==> config.mk <==
export PLATFORM = sky130hd
export DESIGN_NAME = mfpc_pin_config
export DESIGN_NICKNAME = d
export VERILOG_FILES = /design/src/rtl/mfpc_pkg.sv /design/src/rtl/mfpc_pin_config.sv /design/src/rtl/mfpc_line_capture.sv
export SDC_FILE = /design/constraint.sdc
export NUM_CORES = 1
export LEC_CHECK = 0
export ABC_AREA = 1
export BUFFER_PORTS_ARGS = -buffer_cell sky130_fd_sc_hd__buf_2
export CORE_ASPECT_RATIO = 1.75
export CORE_MARGIN = 1.5
export CORE_UTILIZATION = 46
export DETAILED_ROUTE_END_ITERATION = 7
export MAX_ROUTING_LAYER = met4
export PLACE_DENSITY = 0.75
export SLEW_MARGIN = 20
export SYNTH_ARGS = -nofsm -noshare
export SYNTH_HDL_FRONTEND = slang
export SYNTH_HIERARCHICAL = 1
export SYNTH_SLANG_ARGS = --single-unit
==> constraint.sdc <==
create_clock -name core_clk -period 1.76 [get_ports core_clk]
set_input_delay 0.176 -clock core_clk [delete_from_list [all_inputs] [get_ports core_clk]]
set_output_delay 0.176 -clock core_clk [all_outputs]
set_load 0.02 [all_outputs]
==> src/rtl/mfpc_pkg.sv <==
// Purpose: shared constants and types for the multifunction pin configuration block
// Assumes: 32-bit Avalon-MM register port, byte-index offsets scaled by four
// Notes: function and drive codes follow the register field encodings
package mfpc_pkg;

  // ==========================================================
  // register map (index; byte address is four times the index)
  localparam logic [7:0] MFPC_IDX_EDGE = 8'h20;
  localparam logic [7:0] MFPC_IDX_BIDIR = 8'h21;
  localparam logic [7:0] MFPC_IDX_OUT1 = 8'h22;
  localparam int MFPC_ADDR_W = 10;
  localparam logic [9:0] MFPC_ADDR_EDGE = {MFPC_IDX_EDGE, 2'b00};
  localparam logic [9:0] MFPC_ADDR_BIDIR = {MFPC_IDX_BIDIR, 2'b00};
  localparam logic [9:0] MFPC_ADDR_OUT1 = {MFPC_IDX_OUT1, 2'b00};

  // ==========================================================
  // reset values
  localparam logic [7:0] MFPC_RST_EDGE = 8'h00;
  localparam logic [7:0] MFPC_RST_BIDIR = 8'h22;
  localparam logic [7:0] MFPC_RST_OUT1 = 8'h00;

  // ==========================================================
  // field positions and writable masks
  localparam int MFPC_EDGE_LINE1_BIT = 7;
  localparam int MFPC_EDGE_LINE2_BIT = 6;
  localparam int MFPC_EDGE_LINE3_BIT = 5;
  localparam int MFPC_EDGE_LINE4_BIT = 4;
  localparam logic [7:0] MFPC_MASK_EDGE = 8'hf0;
  localparam logic [7:0] MFPC_MASK_BIDIR = 8'hf7;
  localparam logic [7:0] MFPC_MASK_OUT1 = 8'hf1;
  localparam int MFPC_FUNC_LSB = 4;
  localparam int MFPC_DRV_LSB = 0;
  localparam int MFPC_OUT_DRV_BIT = 0;

  // ==========================================================
  // function codes
  localparam logic [3:0] MFPC_FN_DISABLED = 4'h0;
  localparam logic [3:0] MFPC_FN_GEN_OUT = 4'h1;
  localparam logic [3:0] MFPC_FN_IRQ_OUT = 4'h2;
  localparam logic [3:0] MFPC_FN_SER_OUT = 4'h3;
  localparam logic [3:0] MFPC_FN_MIC_CLK = 4'h4;
  localparam logic [3:0] MFPC_FN_MICBIAS = 4'h8;
  localparam logic [3:0] MFPC_FN_GEN_IN = 4'h9;
  localparam logic [3:0] MFPC_FN_CTRL_CLK = 4'ha;
  localparam logic [3:0] MFPC_FN_DAISY_IN = 4'hb;
  localparam logic [3:0] MFPC_FN_PDM_L1 = 4'hc;
  localparam logic [3:0] MFPC_FN_PDM_L2 = 4'hd;
  localparam logic [3:0] MFPC_FN_PDM_L3 = 4'he;
  localparam logic [3:0] MFPC_FN_PDM_L4 = 4'hf;

  // ==========================================================
  // drive style codes
  localparam logic [2:0] MFPC_DRV_HIZ = 3'h0;
  localparam logic [2:0] MFPC_DRV_BOTH = 3'h1;
  localparam logic [2:0] MFPC_DRV_LOW_WEAKHI = 3'h2;
  localparam logic [2:0] MFPC_DRV_LOW_HIZ = 3'h3;
  localparam logic [2:0] MFPC_DRV_WEAKLO_HIGH = 3'h4;
  localparam logic [2:0] MFPC_DRV_HIZ_HIGH = 3'h5;

  localparam int MFPC_LINES = 4;

  // pin drive bundle: strong drive enable and weak pull enable with level
  typedef struct packed {
    logic out;
    logic oe;
    logic weak_oe;
  } mfpc_pin_s;

  // per-line captured channel pair
  typedef struct packed {
    logic odd_bit;
    logic even_bit;
    logic valid;
  } mfpc_pair_s;

  typedef enum logic [2:0] {
    MFPC_BUS_IDLE = 3'b001,
    MFPC_BUS_ACK = 3'b010,
    MFPC_BUS_DONE = 3'b100
  } mfpc_bus_e;

endpackage : mfpc_pkg

==> src/rtl/mfpc_pin_config.sv <==
// Purpose: multifunction pin configuration with Avalon-MM register port
// Assumes: single clock core_clk, mic clock and data lines arrive asynchronously
// Notes: pin outputs are registered, so role changes take effect one cycle later
//
// Contract
// - edge bit 0 odd falling, 1 swaps
// - edge bit 7 controls line one
// - edge bit 6 controls line two
// - edge bit 5 controls line three
// - edge bit 4 line four; bits 3-0 zero
// - bidir codes 0-4 select output roles
// - bidir codes 8-11 select input roles
// - bidir codes 12-15 select density data inputs
// - bidir drive field selects output style
// - bidir serial audio output ignores drive style
// - output pin codes 0-4 select roles
// - output drive bit: 0 hiz, 1 push-pull
`timescale 1ns/1ps
module mfpc_pin_config
  import mfpc_pkg::*;
(
  input wire logic core_clk,
  input wire logic rst,
  // avalon-mm slave
  input wire logic [9:0] avs_address,
  input wire logic avs_read,
  input wire logic avs_write,
  input wire logic [31:0] avs_writedata,
  input wire logic [3:0] avs_byteenable,
  output logic [31:0] avs_readdata,
  output logic avs_waitrequest,
  output logic [1:0] avs_response,
  // internal sources routed to the pins
  input wire logic general_output_val,
  input wire logic irq_level,
  input wire logic secondary_serial_audio_out,
  input wire logic density_mic_clock,
  // bidirectional pin
  input wire logic bidir_pin_in,
  output logic bidir_pin_out,
  output logic bidir_pin_oe,
  output logic bidir_pin_weak_oe,
  // output-only pin
  output logic out_pin_out,
  output logic out_pin_oe,
  // dedicated density data pins, one per line
  input wire logic [3:0] density_data_pins,
  // role results of the bidirectional pin
  output logic mic_bias_on_control,
  output logic general_input,
  output logic ctrl_clock_in,
  output logic daisy_chain_audio_in,
  // captured channel bits, channel 1 at index 0
  output logic [7:0] channel_bits,
  output logic [3:0] pair_valid
);

  // ==========================================================
  // registers
  logic [7:0] edge_q;
  logic [7:0] bidir_q;
  logic [7:0] out1_q;
  mfpc_bus_e bus_q;
  logic [31:0] rdata_q;
  logic [1:0] resp_q;
  logic wait_q;

  logic [3:0] bidir_func;
  logic [2:0] bidir_drv;
  logic [3:0] out_func;
  logic [3:0] line_edge_sel;
  logic line_one_edge_sel;
  logic line_two_edge_sel;
  logic line_three_edge_sel;
  logic line_four_edge_sel;

  assign bidir_func = bidir_q[MFPC_FUNC_LSB +: 4];
  assign bidir_drv = bidir_q[MFPC_DRV_LSB +: 3];
  assign out_func = out1_q[MFPC_FUNC_LSB +: 4];
  assign line_one_edge_sel = edge_q[MFPC_EDGE_LINE1_BIT];
  assign line_two_edge_sel = edge_q[MFPC_EDGE_LINE2_BIT];
  assign line_three_edge_sel = edge_q[MFPC_EDGE_LINE3_BIT];
  assign line_four_edge_sel = edge_q[MFPC_EDGE_LINE4_BIT];
  assign line_edge_sel = {line_four_edge_sel, line_three_edge_sel,
                          line_two_edge_sel, line_one_edge_sel};

  // ==========================================================
  // bus slave: one wait cycle, answer on the second edge
  logic hit_edge;
  logic hit_bidir;
  logic hit_out1;
  logic hit_any;
  logic req;

  assign hit_edge = (avs_address == MFPC_ADDR_EDGE);
  assign hit_bidir = (avs_address == MFPC_ADDR_BIDIR);
  assign hit_out1 = (avs_address == MFPC_ADDR_OUT1);
  assign hit_any = hit_edge || hit_bidir || hit_out1;
  assign req = avs_read || avs_write;

  always_ff @(posedge core_clk or posedge rst) begin
    if (rst) begin
      bus_q <= MFPC_BUS_IDLE;
    end else begin
      case (bus_q)
        MFPC_BUS_IDLE: begin
          if (req) begin
            bus_q <= MFPC_BUS_ACK;
          end
        end
        MFPC_BUS_ACK: bus_q <= MFPC_BUS_DONE;
        MFPC_BUS_DONE: bus_q <= MFPC_BUS_IDLE;
        default: bus_q <= MFPC_BUS_IDLE;
      endcase
    end
  end

  // waitrequest drops for exactly the ack cycle
  always_ff @(posedge core_clk or posedge rst) begin
    if (rst) begin
      wait_q <= 1'b1;
    end else begin
      wait_q <= !(bus_q == MFPC_BUS_IDLE && req);
    end
  end

  logic do_write;
  assign do_write = (bus_q == MFPC_BUS_ACK) && avs_write && avs_byteenable[0];

  // reserved bits are masked so they always read zero
  always_ff @(posedge core_clk or posedge rst) begin
    if (rst) begin
      edge_q <= MFPC_RST_EDGE;
    end else if (do_write && hit_edge) begin
      edge_q <= avs_writedata[7:0] & MFPC_MASK_EDGE;
    end
  end

  always_ff @(posedge core_clk or posedge rst) begin
    if (rst) begin
      bidir_q <= MFPC_RST_BIDIR;
    end else if (do_write && hit_bidir) begin
      bidir_q <= avs_writedata[7:0] & MFPC_MASK_BIDIR;
    end
  end

  always_ff @(posedge core_clk or posedge rst) begin
    if (rst) begin
      out1_q <= MFPC_RST_OUT1;
    end else if (do_write && hit_out1) begin
      out1_q <= avs_writedata[7:0] & MFPC_MASK_OUT1;
    end
  end

  logic [7:0] rd_mux;
  always_comb begin
    rd_mux = 8'h00;
    if (hit_edge) begin
      rd_mux = edge_q;
    end else if (hit_bidir) begin
      rd_mux = bidir_q;
    end else if (hit_out1) begin
      rd_mux = out1_q;
    end
  end

  // unmapped: reads zero, response slave error
  always_ff @(posedge core_clk or posedge rst) begin
    if (rst) begin
      rdata_q <= 32'h0000_0000;
      resp_q <= 2'h0;
    end else if (bus_q == MFPC_BUS_IDLE && req) begin
      rdata_q <= {24'h00_0000, rd_mux};
      resp_q <= hit_any ? 2'h0 : 2'h2;
    end
  end

  assign avs_readdata = rdata_q;
  assign avs_waitrequest = wait_q;
  assign avs_response = resp_q;

  // ==========================================================
  // synchronisers for pins and the external mic clock
  logic [5:0] sync1_q;
  logic [5:0] sync2_q;
  logic mclk_prev_q;

  always_ff @(posedge core_clk or posedge rst) begin
    if (rst) begin
      sync1_q <= 6'h00;
      sync2_q <= 6'h00;
    end else begin
      sync1_q <= {bidir_pin_in, density_mic_clock, density_data_pins};
      sync2_q <= sync1_q;
    end
  end

  always_ff @(posedge core_clk or posedge rst) begin
    if (rst) begin
      mclk_prev_q <= 1'b0;
    end else begin
      mclk_prev_q <= sync2_q[4];
    end
  end

  logic pin_s;
  logic mclk_s;
  logic clk_rise;
  logic clk_fall;
  assign pin_s = sync2_q[5];
  assign mclk_s = sync2_q[4];
  assign clk_rise = mclk_s && !mclk_prev_q;
  assign clk_fall = !mclk_s && mclk_prev_q;

  // ==========================================================
  // density data lines; the bidir pin can replace one of them
  logic [3:0] line_data;
  always_comb begin
    line_data = sync2_q[3:0];
    case (bidir_func)
      MFPC_FN_PDM_L1: line_data[0] = pin_s;
      MFPC_FN_PDM_L2: line_data[1] = pin_s;
      MFPC_FN_PDM_L3: line_data[2] = pin_s;
      MFPC_FN_PDM_L4: line_data[3] = pin_s;
      default: line_data = sync2_q[3:0];
    endcase
  end

  mfpc_pair_s pairs [MFPC_LINES];

  genvar gi;
  generate
    for (gi = 0; gi < MFPC_LINES; gi++) begin : g_line
      mfpc_line_capture u_cap (
        .core_clk(core_clk),
        .rst(rst),
        .clk_rise(clk_rise),
        .clk_fall(clk_fall),
        .data_in(line_data[gi]),
        .edge_sel(line_edge_sel[gi]),
        .pair(pairs[gi])
      );
    end
  endgenerate

  always_ff @(posedge core_clk or posedge rst) begin
    if (rst) begin
      channel_bits <= 8'h00;
      pair_valid <= 4'h0;
    end else begin
      for (int i = 0; i < MFPC_LINES; i++) begin
        channel_bits[2*i] <= pairs[i].odd_bit;
        channel_bits[2*i+1] <= pairs[i].even_bit;
        pair_valid[i] <= pairs[i].valid;
      end
    end
  end

  // ==========================================================
  // input roles of the bidir pin
  always_ff @(posedge core_clk or posedge rst) begin
    if (rst) begin
      mic_bias_on_control <= 1'b0;
      general_input <= 1'b0;
      ctrl_clock_in <= 1'b0;
      daisy_chain_audio_in <= 1'b0;
    end else begin
      mic_bias_on_control <= (bidir_func == MFPC_FN_MICBIAS) && pin_s;
      general_input <= (bidir_func == MFPC_FN_GEN_IN) && pin_s;
      ctrl_clock_in <= (bidir_func == MFPC_FN_CTRL_CLK) && pin_s;
      daisy_chain_audio_in <= (bidir_func == MFPC_FN_DAISY_IN) && pin_s;
    end
  end

  // ==========================================================
  // output roles: source level and whether a role is active
  function automatic logic [1:0] role_src(input logic [3:0] fn);
    logic [1:0] r;
    r = 2'b00;
    case (fn)
      MFPC_FN_GEN_OUT: r = {1'b1, general_output_val};
      MFPC_FN_IRQ_OUT: r = {1'b1, irq_level};
      MFPC_FN_SER_OUT: r = {1'b1, secondary_serial_audio_out};
      MFPC_FN_MIC_CLK: r = {1'b1, density_mic_clock};
      default: r = 2'b00; // disabled, inputs and reserved: no output
    endcase
    return r;
  endfunction : role_src

  logic [1:0] bidir_role;
  logic [1:0] out_role;
  // a process, not assign: source levels read inside the function must wake it
  always_comb begin
    bidir_role = role_src(bidir_func);
    out_role = role_src(out_func);
  end

  // drive style maps the level onto strong and weak enables
  mfpc_pin_s bidir_pin_d;
  always_comb begin
    bidir_pin_d = '{out: 1'b0, oe: 1'b0, weak_oe: 1'b0};
    if (bidir_role[1]) begin
      if (bidir_func == MFPC_FN_SER_OUT) begin
        bidir_pin_d = '{out: bidir_role[0], oe: 1'b1, weak_oe: 1'b0};
      end else begin
        case (bidir_drv)
          MFPC_DRV_HIZ: bidir_pin_d.out = 1'b0;
          MFPC_DRV_BOTH: bidir_pin_d = '{out: bidir_role[0], oe: 1'b1, weak_oe: 1'b0};
          MFPC_DRV_LOW_WEAKHI: bidir_pin_d = '{out: bidir_role[0],
                                               oe: !bidir_role[0], weak_oe: bidir_role[0]};
          MFPC_DRV_LOW_HIZ: bidir_pin_d = '{out: 1'b0, oe: !bidir_role[0], weak_oe: 1'b0};
          MFPC_DRV_WEAKLO_HIGH: bidir_pin_d = '{out: bidir_role[0],
                                                oe: bidir_role[0], weak_oe: !bidir_role[0]};
          MFPC_DRV_HIZ_HIGH: bidir_pin_d = '{out: 1'b1, oe: bidir_role[0], weak_oe: 1'b0};
          default: bidir_pin_d.out = 1'b0;
        endcase
      end
    end
  end

  always_ff @(posedge core_clk or posedge rst) begin
    if (rst) begin
      bidir_pin_out <= 1'b0;
      bidir_pin_oe <= 1'b0;
      bidir_pin_weak_oe <= 1'b0;
    end else begin
      bidir_pin_out <= bidir_pin_d.out;
      bidir_pin_oe <= bidir_pin_d.oe;
      bidir_pin_weak_oe <= bidir_pin_d.weak_oe;
    end
  end

  always_ff @(posedge core_clk or posedge rst) begin
    if (rst) begin
      out_pin_out <= 1'b0;
      out_pin_oe <= 1'b0;
    end else begin
      out_pin_out <= out_role[1] && out_role[0];
      out_pin_oe <= out_role[1] && out1_q[MFPC_OUT_DRV_BIT];
    end
  end

endmodule : mfpc_pin_config

==> src/rtl/mfpc_line_capture.sv <==
// Purpose: capture one pulse-density data line into its odd and even channel bits
// Assumes: data and mic clock already synchronised into core_clk
// Notes: mic clock must run well below core_clk/4 for edge detection
`timescale 1ns/1ps
module mfpc_line_capture
  import mfpc_pkg::*;
(
  input wire logic core_clk,
  input wire logic rst,
  input wire logic clk_rise,
  input wire logic clk_fall,
  input wire logic data_in,
  input wire logic edge_sel,
  output mfpc_pair_s pair
);

  logic odd_q;
  logic even_q;
  logic valid_q;

  // ==========================================================
  // sel 0: odd on falling, even on rising; sel 1 swaps
  always_ff @(posedge core_clk or posedge rst) begin
    if (rst) begin
      odd_q <= 1'b0;
      even_q <= 1'b0;
    end else begin
      if ((clk_fall && !edge_sel) || (clk_rise && edge_sel)) begin
        odd_q <= data_in;
      end
      if ((clk_rise && !edge_sel) || (clk_fall && edge_sel)) begin
        even_q <= data_in;
      end
    end
  end

  // pair is complete once per clock period, at the later of the two edges
  always_ff @(posedge core_clk or posedge rst) begin
    if (rst) begin
      valid_q <= 1'b0;
    end else begin
      valid_q <= edge_sel ? clk_rise : clk_fall;
    end
  end

  assign pair = '{odd_bit: odd_q, even_bit: even_q, valid: valid_q};

endmodule : mfpc_line_capture

## Word level (Yosys, flattened, before mapping)

Index checks and enable logic that the tools add are counted.

| word-level totals | value |
|---|---|
| bits in registers | 76 |
| latch bits | 0 |
| memory bits (writable) | 0 |
| bits in read-only memories | 0 |
| input port bits | 59 |
| output and inout port bits | 56 |
| logic and storage cells | 130 |
| memories | 0 |

| operators by class | value |
|---|---|
| $add $sub $neg | 0 |
| multiply operators | 0 |
| divide/modulo/power cells | 0 |
| $lt $le $gt $ge | 0 |
| equality and inequality tests | 27 |
| shift operators | 0 |
| mux-type cells | 20 |
| bitwise gates (word level) | 0 |
| reductions and logical operators | 50 |

Operator list:

| kind | number |
|---|---|
| 4-bit == test (second input constant) | 8 |
| 10-bit by 8-bit == test with 1-bit output (second input constant) | 3 |
| 1-bit logical AND | 30 |
| 8-bit two-way mux | 3 |
| 4-bit by 2-bit == test with 1-bit output (second input constant) | 4 |
| 2-bit one-hot mux with 4 select lines | 2 |
| 1-bit logical OR | 11 |
| 2-bit one-hot mux with 5 select lines | 1 |
| 3-bit by 2-bit == test with 1-bit output (second input constant) | 3 |
| 3-bit two-way mux | 3 |
| 4-bit by 1-bit == test with 1-bit output (second input constant) | 2 |
| 4-bit by 3-bit == test with 1-bit output (second input constant) | 2 |
| 1-bit zero test | 8 |
| 1-bit two-way mux | 8 |
| 3-bit by 1-bit == test with 1-bit output (second input constant) | 2 |
| 3-bit == test (second input constant) | 2 |
| 3-bit one-hot mux with 2 select lines | 1 |
| 3-bit OR reduction | 1 |
| 2-bit two-way mux | 1 |
| 2-bit inequality test (second input constant) | 1 |
| 1-bit one-hot mux with 2 select lines | 1 |

## Logic depth before layout (Yosys ltp)

| depth | value |
|---|---|
| depth after elaboration | 6 |
| gate-level depth with buffers | 9 |
| mapped depth without buffers | 9 |

## Cells and area by module

The synthesis kept the hierarchy.

Modules (own cells, without submodules):

| module | times used | cells each | area an instance (µm²) | seq. area each (µm²) |
|---|---|---|---|---|
| mfpc_pin_config | 1 | 287 | 2,746.4 | 1,556.5 |
| mfpc_line_capture | 4 | 25 | 181.4 | 75.1 |

## Least setup slack after synthesis

No wires, ideal clock.

| timing path | value |
|---|---|
| kind | reg-to-reg |
| start point | register bus_q[2] |
| end point | register bidir_q[4] |
| arrival time | 1.160 ns |
| data required time | 1.633 ns |
| path slack | 0.474 ns |
| stages on the path, launching flop included | 6 |
| period minus slack after synthesis | 1.286 ns |
| cells stage by stage | dfrtp_1 > nor3_4 > nand3_4 > nor2_8 > buf_8 > o21ai_0 |

| between the ends | value |
|---|---|
| cells in the longest elaborated chain, start to end | 4 |

Ends and longest elaborated chain:

| what | line | text |
|---|---|---|
| from (decl) | mfpc_pin_config.sv:63 | `mfpc_bus_e bus_q;` |
| from (signal assigned) | mfpc_pin_config.sv:103 | `bus_q <= MFPC_BUS_IDLE;` |
| from (signal assigned) | mfpc_pin_config.sv:108 | `bus_q <= MFPC_BUS_ACK;` |
| from (signal assigned) | mfpc_pin_config.sv:111 | `MFPC_BUS_ACK: bus_q <= MFPC_BUS_DONE;` |
| 3-bit by 2-bit == test with 1-bit output | mfpc_pin_config.sv:128 | `assign do_write = (bus_q == MFPC_BUS_ACK) && avs_write && avs_byteenable[0];` |
| 1-bit logical AND (2 in a row) | mfpc_pin_config.sv:128 |  |
| 1-bit logical AND | mfpc_pin_config.sv:142 | `end else if (do_write && hit_bidir) begin` |
| to (signal assigned) | mfpc_pin_config.sv:143 | `bidir_q <= avs_writedata[7:0] & MFPC_MASK_BIDIR;` |
| to (decl) | mfpc_pin_config.sv:61 | `logic [7:0] bidir_q;` |

Every way passes these cells.
A chain may end at the register's enable or synchronous reset.

==> run_results.csv <==
group,metric,value,unit
status,status,"finished clean",
synth,ys_seq_area_share,53.5,%
power_and_ir_drop,p_int,0.00311,W
sta,drv_slew,0,
die,die-area,8100,um^2
worst_hold_path,hold_class,"input pin to register",
detailed_routing,detail_route.wl_per_cell,12.8,um
synth,synth_top_family_by_area,"simple AND/OR/NAND/NOR gates",
setup_path,required,2.05,ns
synth,yosysUniqueCellTypes,30,
die,die_h,118,um
power_and_ir_drop,switchingPower,0.00115,W
power_and_ir_drop,power.density,1040,nW/um^2
power_and_ir_drop,p_seq_share,44.6,%
die,core-area,7280,um^2
sta,clock.fmax,0.676,GHz
sta,rsz0062_at_grt,"no",
global_route,antenna_found_initial,0,
synth,yosysWarnings,6,
setup_path,cp_slowest_cell,"dfrtp_1",
sta,setup_viol,0,
die,initial_utilization,47.7,%
synth,yosys.area.top_type_share,50.5,%
setup_path,critical_path.top_delay_family,"simple AND/OR/NAND/NOR gates",
setup_path,crit_type,"register to register",
global_route,grt_max_degree,44,
synth,synthMuxAreaShare,0,%
setup_path,rr_worst_depth,7,
power_and_ir_drop,peakVddDrop,0.000535,V
clocking,ctsRootBufferMaster,"clkbuf_16",
synth,ys_seq_elements,74,
clocking,cts-hold-fix-buffers,7,
sta,worst_clock_skew,0.00729,ns
setup_path,path_cells,"nor2_1 -> nand4_1 -> nand3_1 -> nand2_1 -> nand3_1 -> nand2_1 -> inv_1",
power_and_ir_drop,p_comb_share,12.3,%
synth,synth_compound_area_share,5.37,%
die,io_pins,115,
setup_path,crit_cells,7,
finish,utilization,56.0,%
detailed_routing,drc,0,
sta,whs,0.0477,ns
detailed_routing,vias_per_cell,4.94,
clocking,postCtsSetupBuffers,0,
detailed_routing,vias,2690,
synth,synth-xor-area-share,0,%
setup_path,critPathLaunchType,"register",
sta,setup_tns,0,ns
clocking,clk_latency,0.34,ns
power_and_ir_drop,p_sw_share,27.0,%
finish,synthToLayoutAreaGrowth,17.5,%
clocking,clock-sinks,74,
clocking,cts.htree.levels,3,
synth,synthSimpleGateAreaFrac,27.0,%
global_route,grt_pass1_wl,11.8,mm
setup_path,worstSetupEndpointType,"register",
worst_hold_path,hold_depth,3,
sta,finalHoldViolations,0,
clocking,cts_buffers,9,
global_route,grt_overflow,0,
clocking,clockBufferDepth,2,
die,core.rowCount,41,
setup_path,crit_fanout,7,
placed_design,io_buffers,60,
detailed_routing,wl,6.95,mm
finish,drive_gt1_share,25.3,%
synth,synth_area_per_cell,8.97,um^2
clocking,post_cts_resize_count,0,
die,die_x,68.7,um
finish,antennaDiodeCount,0,
sta,fin_crit_sh,84.1,%
detailed_routing,ant_nets,0,
power_and_ir_drop,leakage,2.18,nW
setup_path,cp_slowest_stage_delay,0.46,ns
clocking,clkTransAtPathRegs,0.06,ns
synth,synth_area,3470,um^2
detailed_routing,first_iter_violations,137,
power_and_ir_drop,pwr-share-clk,43.0,%
sta,min_period,1.48,ns
synth,synth_area_leader_cell,"dfrtp_1",
job,cap_violations,0,
detailed_routing,firstDrtPassIters,4,
synth,synthAdderAreaFrac,0,%
synth,synth_area_leaders,"dfrtp_1 50%, nand2_1 10%, buf_4 8.2%, nand3_1 5.6%, inv_1 4.5%",
global_route,track_usage,20.2,%
setup_path,ff2ff_setup_slack,0.28,ns
placed_design,hpwlAfterDp,5.26,mm
synth,synth_cells,387,
placed_design,globalplace.congestion,0.869,
global_route,grt_pass1_vias,2600,
setup_path,arrival,1.77,ns
finish,nets,512,
setup_path,path_buf_inv,1,
clocking,cts_tree,"done",
[cell type report]
cell class / count / area, um^2
Clock buffer: 9 / 225
Clock inverter: 7 / 76.3
Fill cell: 670 / 3200
Inverter: 46 / 173
Multi-Input combinational cell: 250 / 1220
Sequential cell: 74 / 1860
Tap cell: 86 / 108
Timing Repair Buffer: 72 / 420
[metrics by stage]
step,total power (W),instance area [um^2],cells,setup slack (ns)
3_5_place_dp,0.00244,3710,521,0.315
5_1_grt,0.00443,4080,544,0.149
3_3_place_gp,0.00243,3710,521,0.356
4_1_cts,0.00428,4080,544,0.286
2_1_floorplan,0.00234,3570,412,0.0492
6_report,0.00425,4080,544,0.280
[path summary, 6_finish.rpt]
path,startpoint,endpoint
max,bidir_q[4]$_DFFE_PP0P_,bidir_pin_oe$_DFF_PP0_
min,avs_writedata[1],bidir_q[1]$_DFFE_PP1P_
min in group asynchronous,rst,g_line[1].u_cap/odd_q$_DFFE_PP0P_
max in group asynchronous,rst,bus_q[0]$_DFFE_PP1P_
max reg2reg,bidir_q[4]$_DFFE_PP0P_,bidir_pin_oe$_DFF_PP0_
min reg2reg,sync1_q[1]$_DFF_PP0_,sync2_q[1]$_DFF_PP0_
[kinds of logic after synthesis]
logic type	count (synthesis)
simple gates	192
buf+inv	88
flops	74
compound gates	32
other cells	1
[worst register-to-register path, stage by stage (launching register included)]
cell and delay (ns):
dfrtp_1 0.46, nor2_1 0.32, nand4_1 0.23, nand3_1 0.19, nand2_1 0.06, nand3_1 0.07, nand2_1 0.05, inv_1 0.04
[registers in the layout (all words and copies together), names as in the netlist, 5 cells and up]
name and flops:
channel_bits 8, out1_q 5, bidir_q 7, sync2_q 6, avs_readdata 7, sync1_q 6
[synth_stat cells]
library cell,count
o21ai_0,17
conb_1,1
nand4_1,12
clkbuf_1,1
nand3_1,39
nand2_1,94
buf_2,2
inv_1,42
nor2_2,4
nor3_1,5
o21a_1,1
nor2b_1,1
nor2_4,3
o31ai_1,3
o211ai_1,1
nand3_2,6
a21oi_1,5
buf_4,38
dfstp_2,4
nor2_1,18
nor2_8,1
dfrtp_1,70
nand2_2,7
nand3_4,1
o22ai_1,1
inv_2,4
nor3_4,1
buf_8,1
o21ai_2,3
a31oi_1,1
[power by group through the flow]
| stage | clock, W | combinational, W | sequential (W) |
|---|---|---|---|
| final | 0.00183 | 0.000524 | 0.00190 |
| after global placement | 0 | 0.000501 | 0.00192 |
| after global routing | 0.00192 | 0.000589 | 0.00192 |
| after detailed placement | 0 | 0.000513 | 0.00193 |
| after floorplan | 0 | 0.000353 | 0.00199 |
| after CTS | 0.00186 | 0.000527 | 0.00190 |
[placed cells by master, fill, tap and decap left out]
cell	count
clkbuf_16	9
nor3_4	1
nand3_1	39
clkinvlp_4	2
nor3_1	5
dfrtp_1	70
bufinv_16	1
clkinv_2	1
o21ai_2	3
o31ai_1	3
o211ai_1	1
clkinv_4	1
conb_1	26
a21oi_1	5
buf_12	1
inv_2	5
buf_2	60
nand2_1	94
dlygate4sd3_1	7
buf_4	4
nor2_4	3
nor2_8	1
o21ai_0	17
nor2b_1	1
dfstp_2	4
o21a_1	1
o22ai_1	1
inv_6	2
nor2_1	18
nand3_4	1
a31oi_1	1
nand3_2	6
nor2_2	4
nand4_1	12
inv_1	41
nand2_2	7
[routing by layer]
metal	global-route usage, %	share of wire (%)	vias up
li1	-	-	1307
met1	22.3	38	1285
met2	32.9	56	83
met3	2.87	3.8	15
met4	12.5	2.8	0
met5	-	0	-
Power figures use the tool's default switching activity.
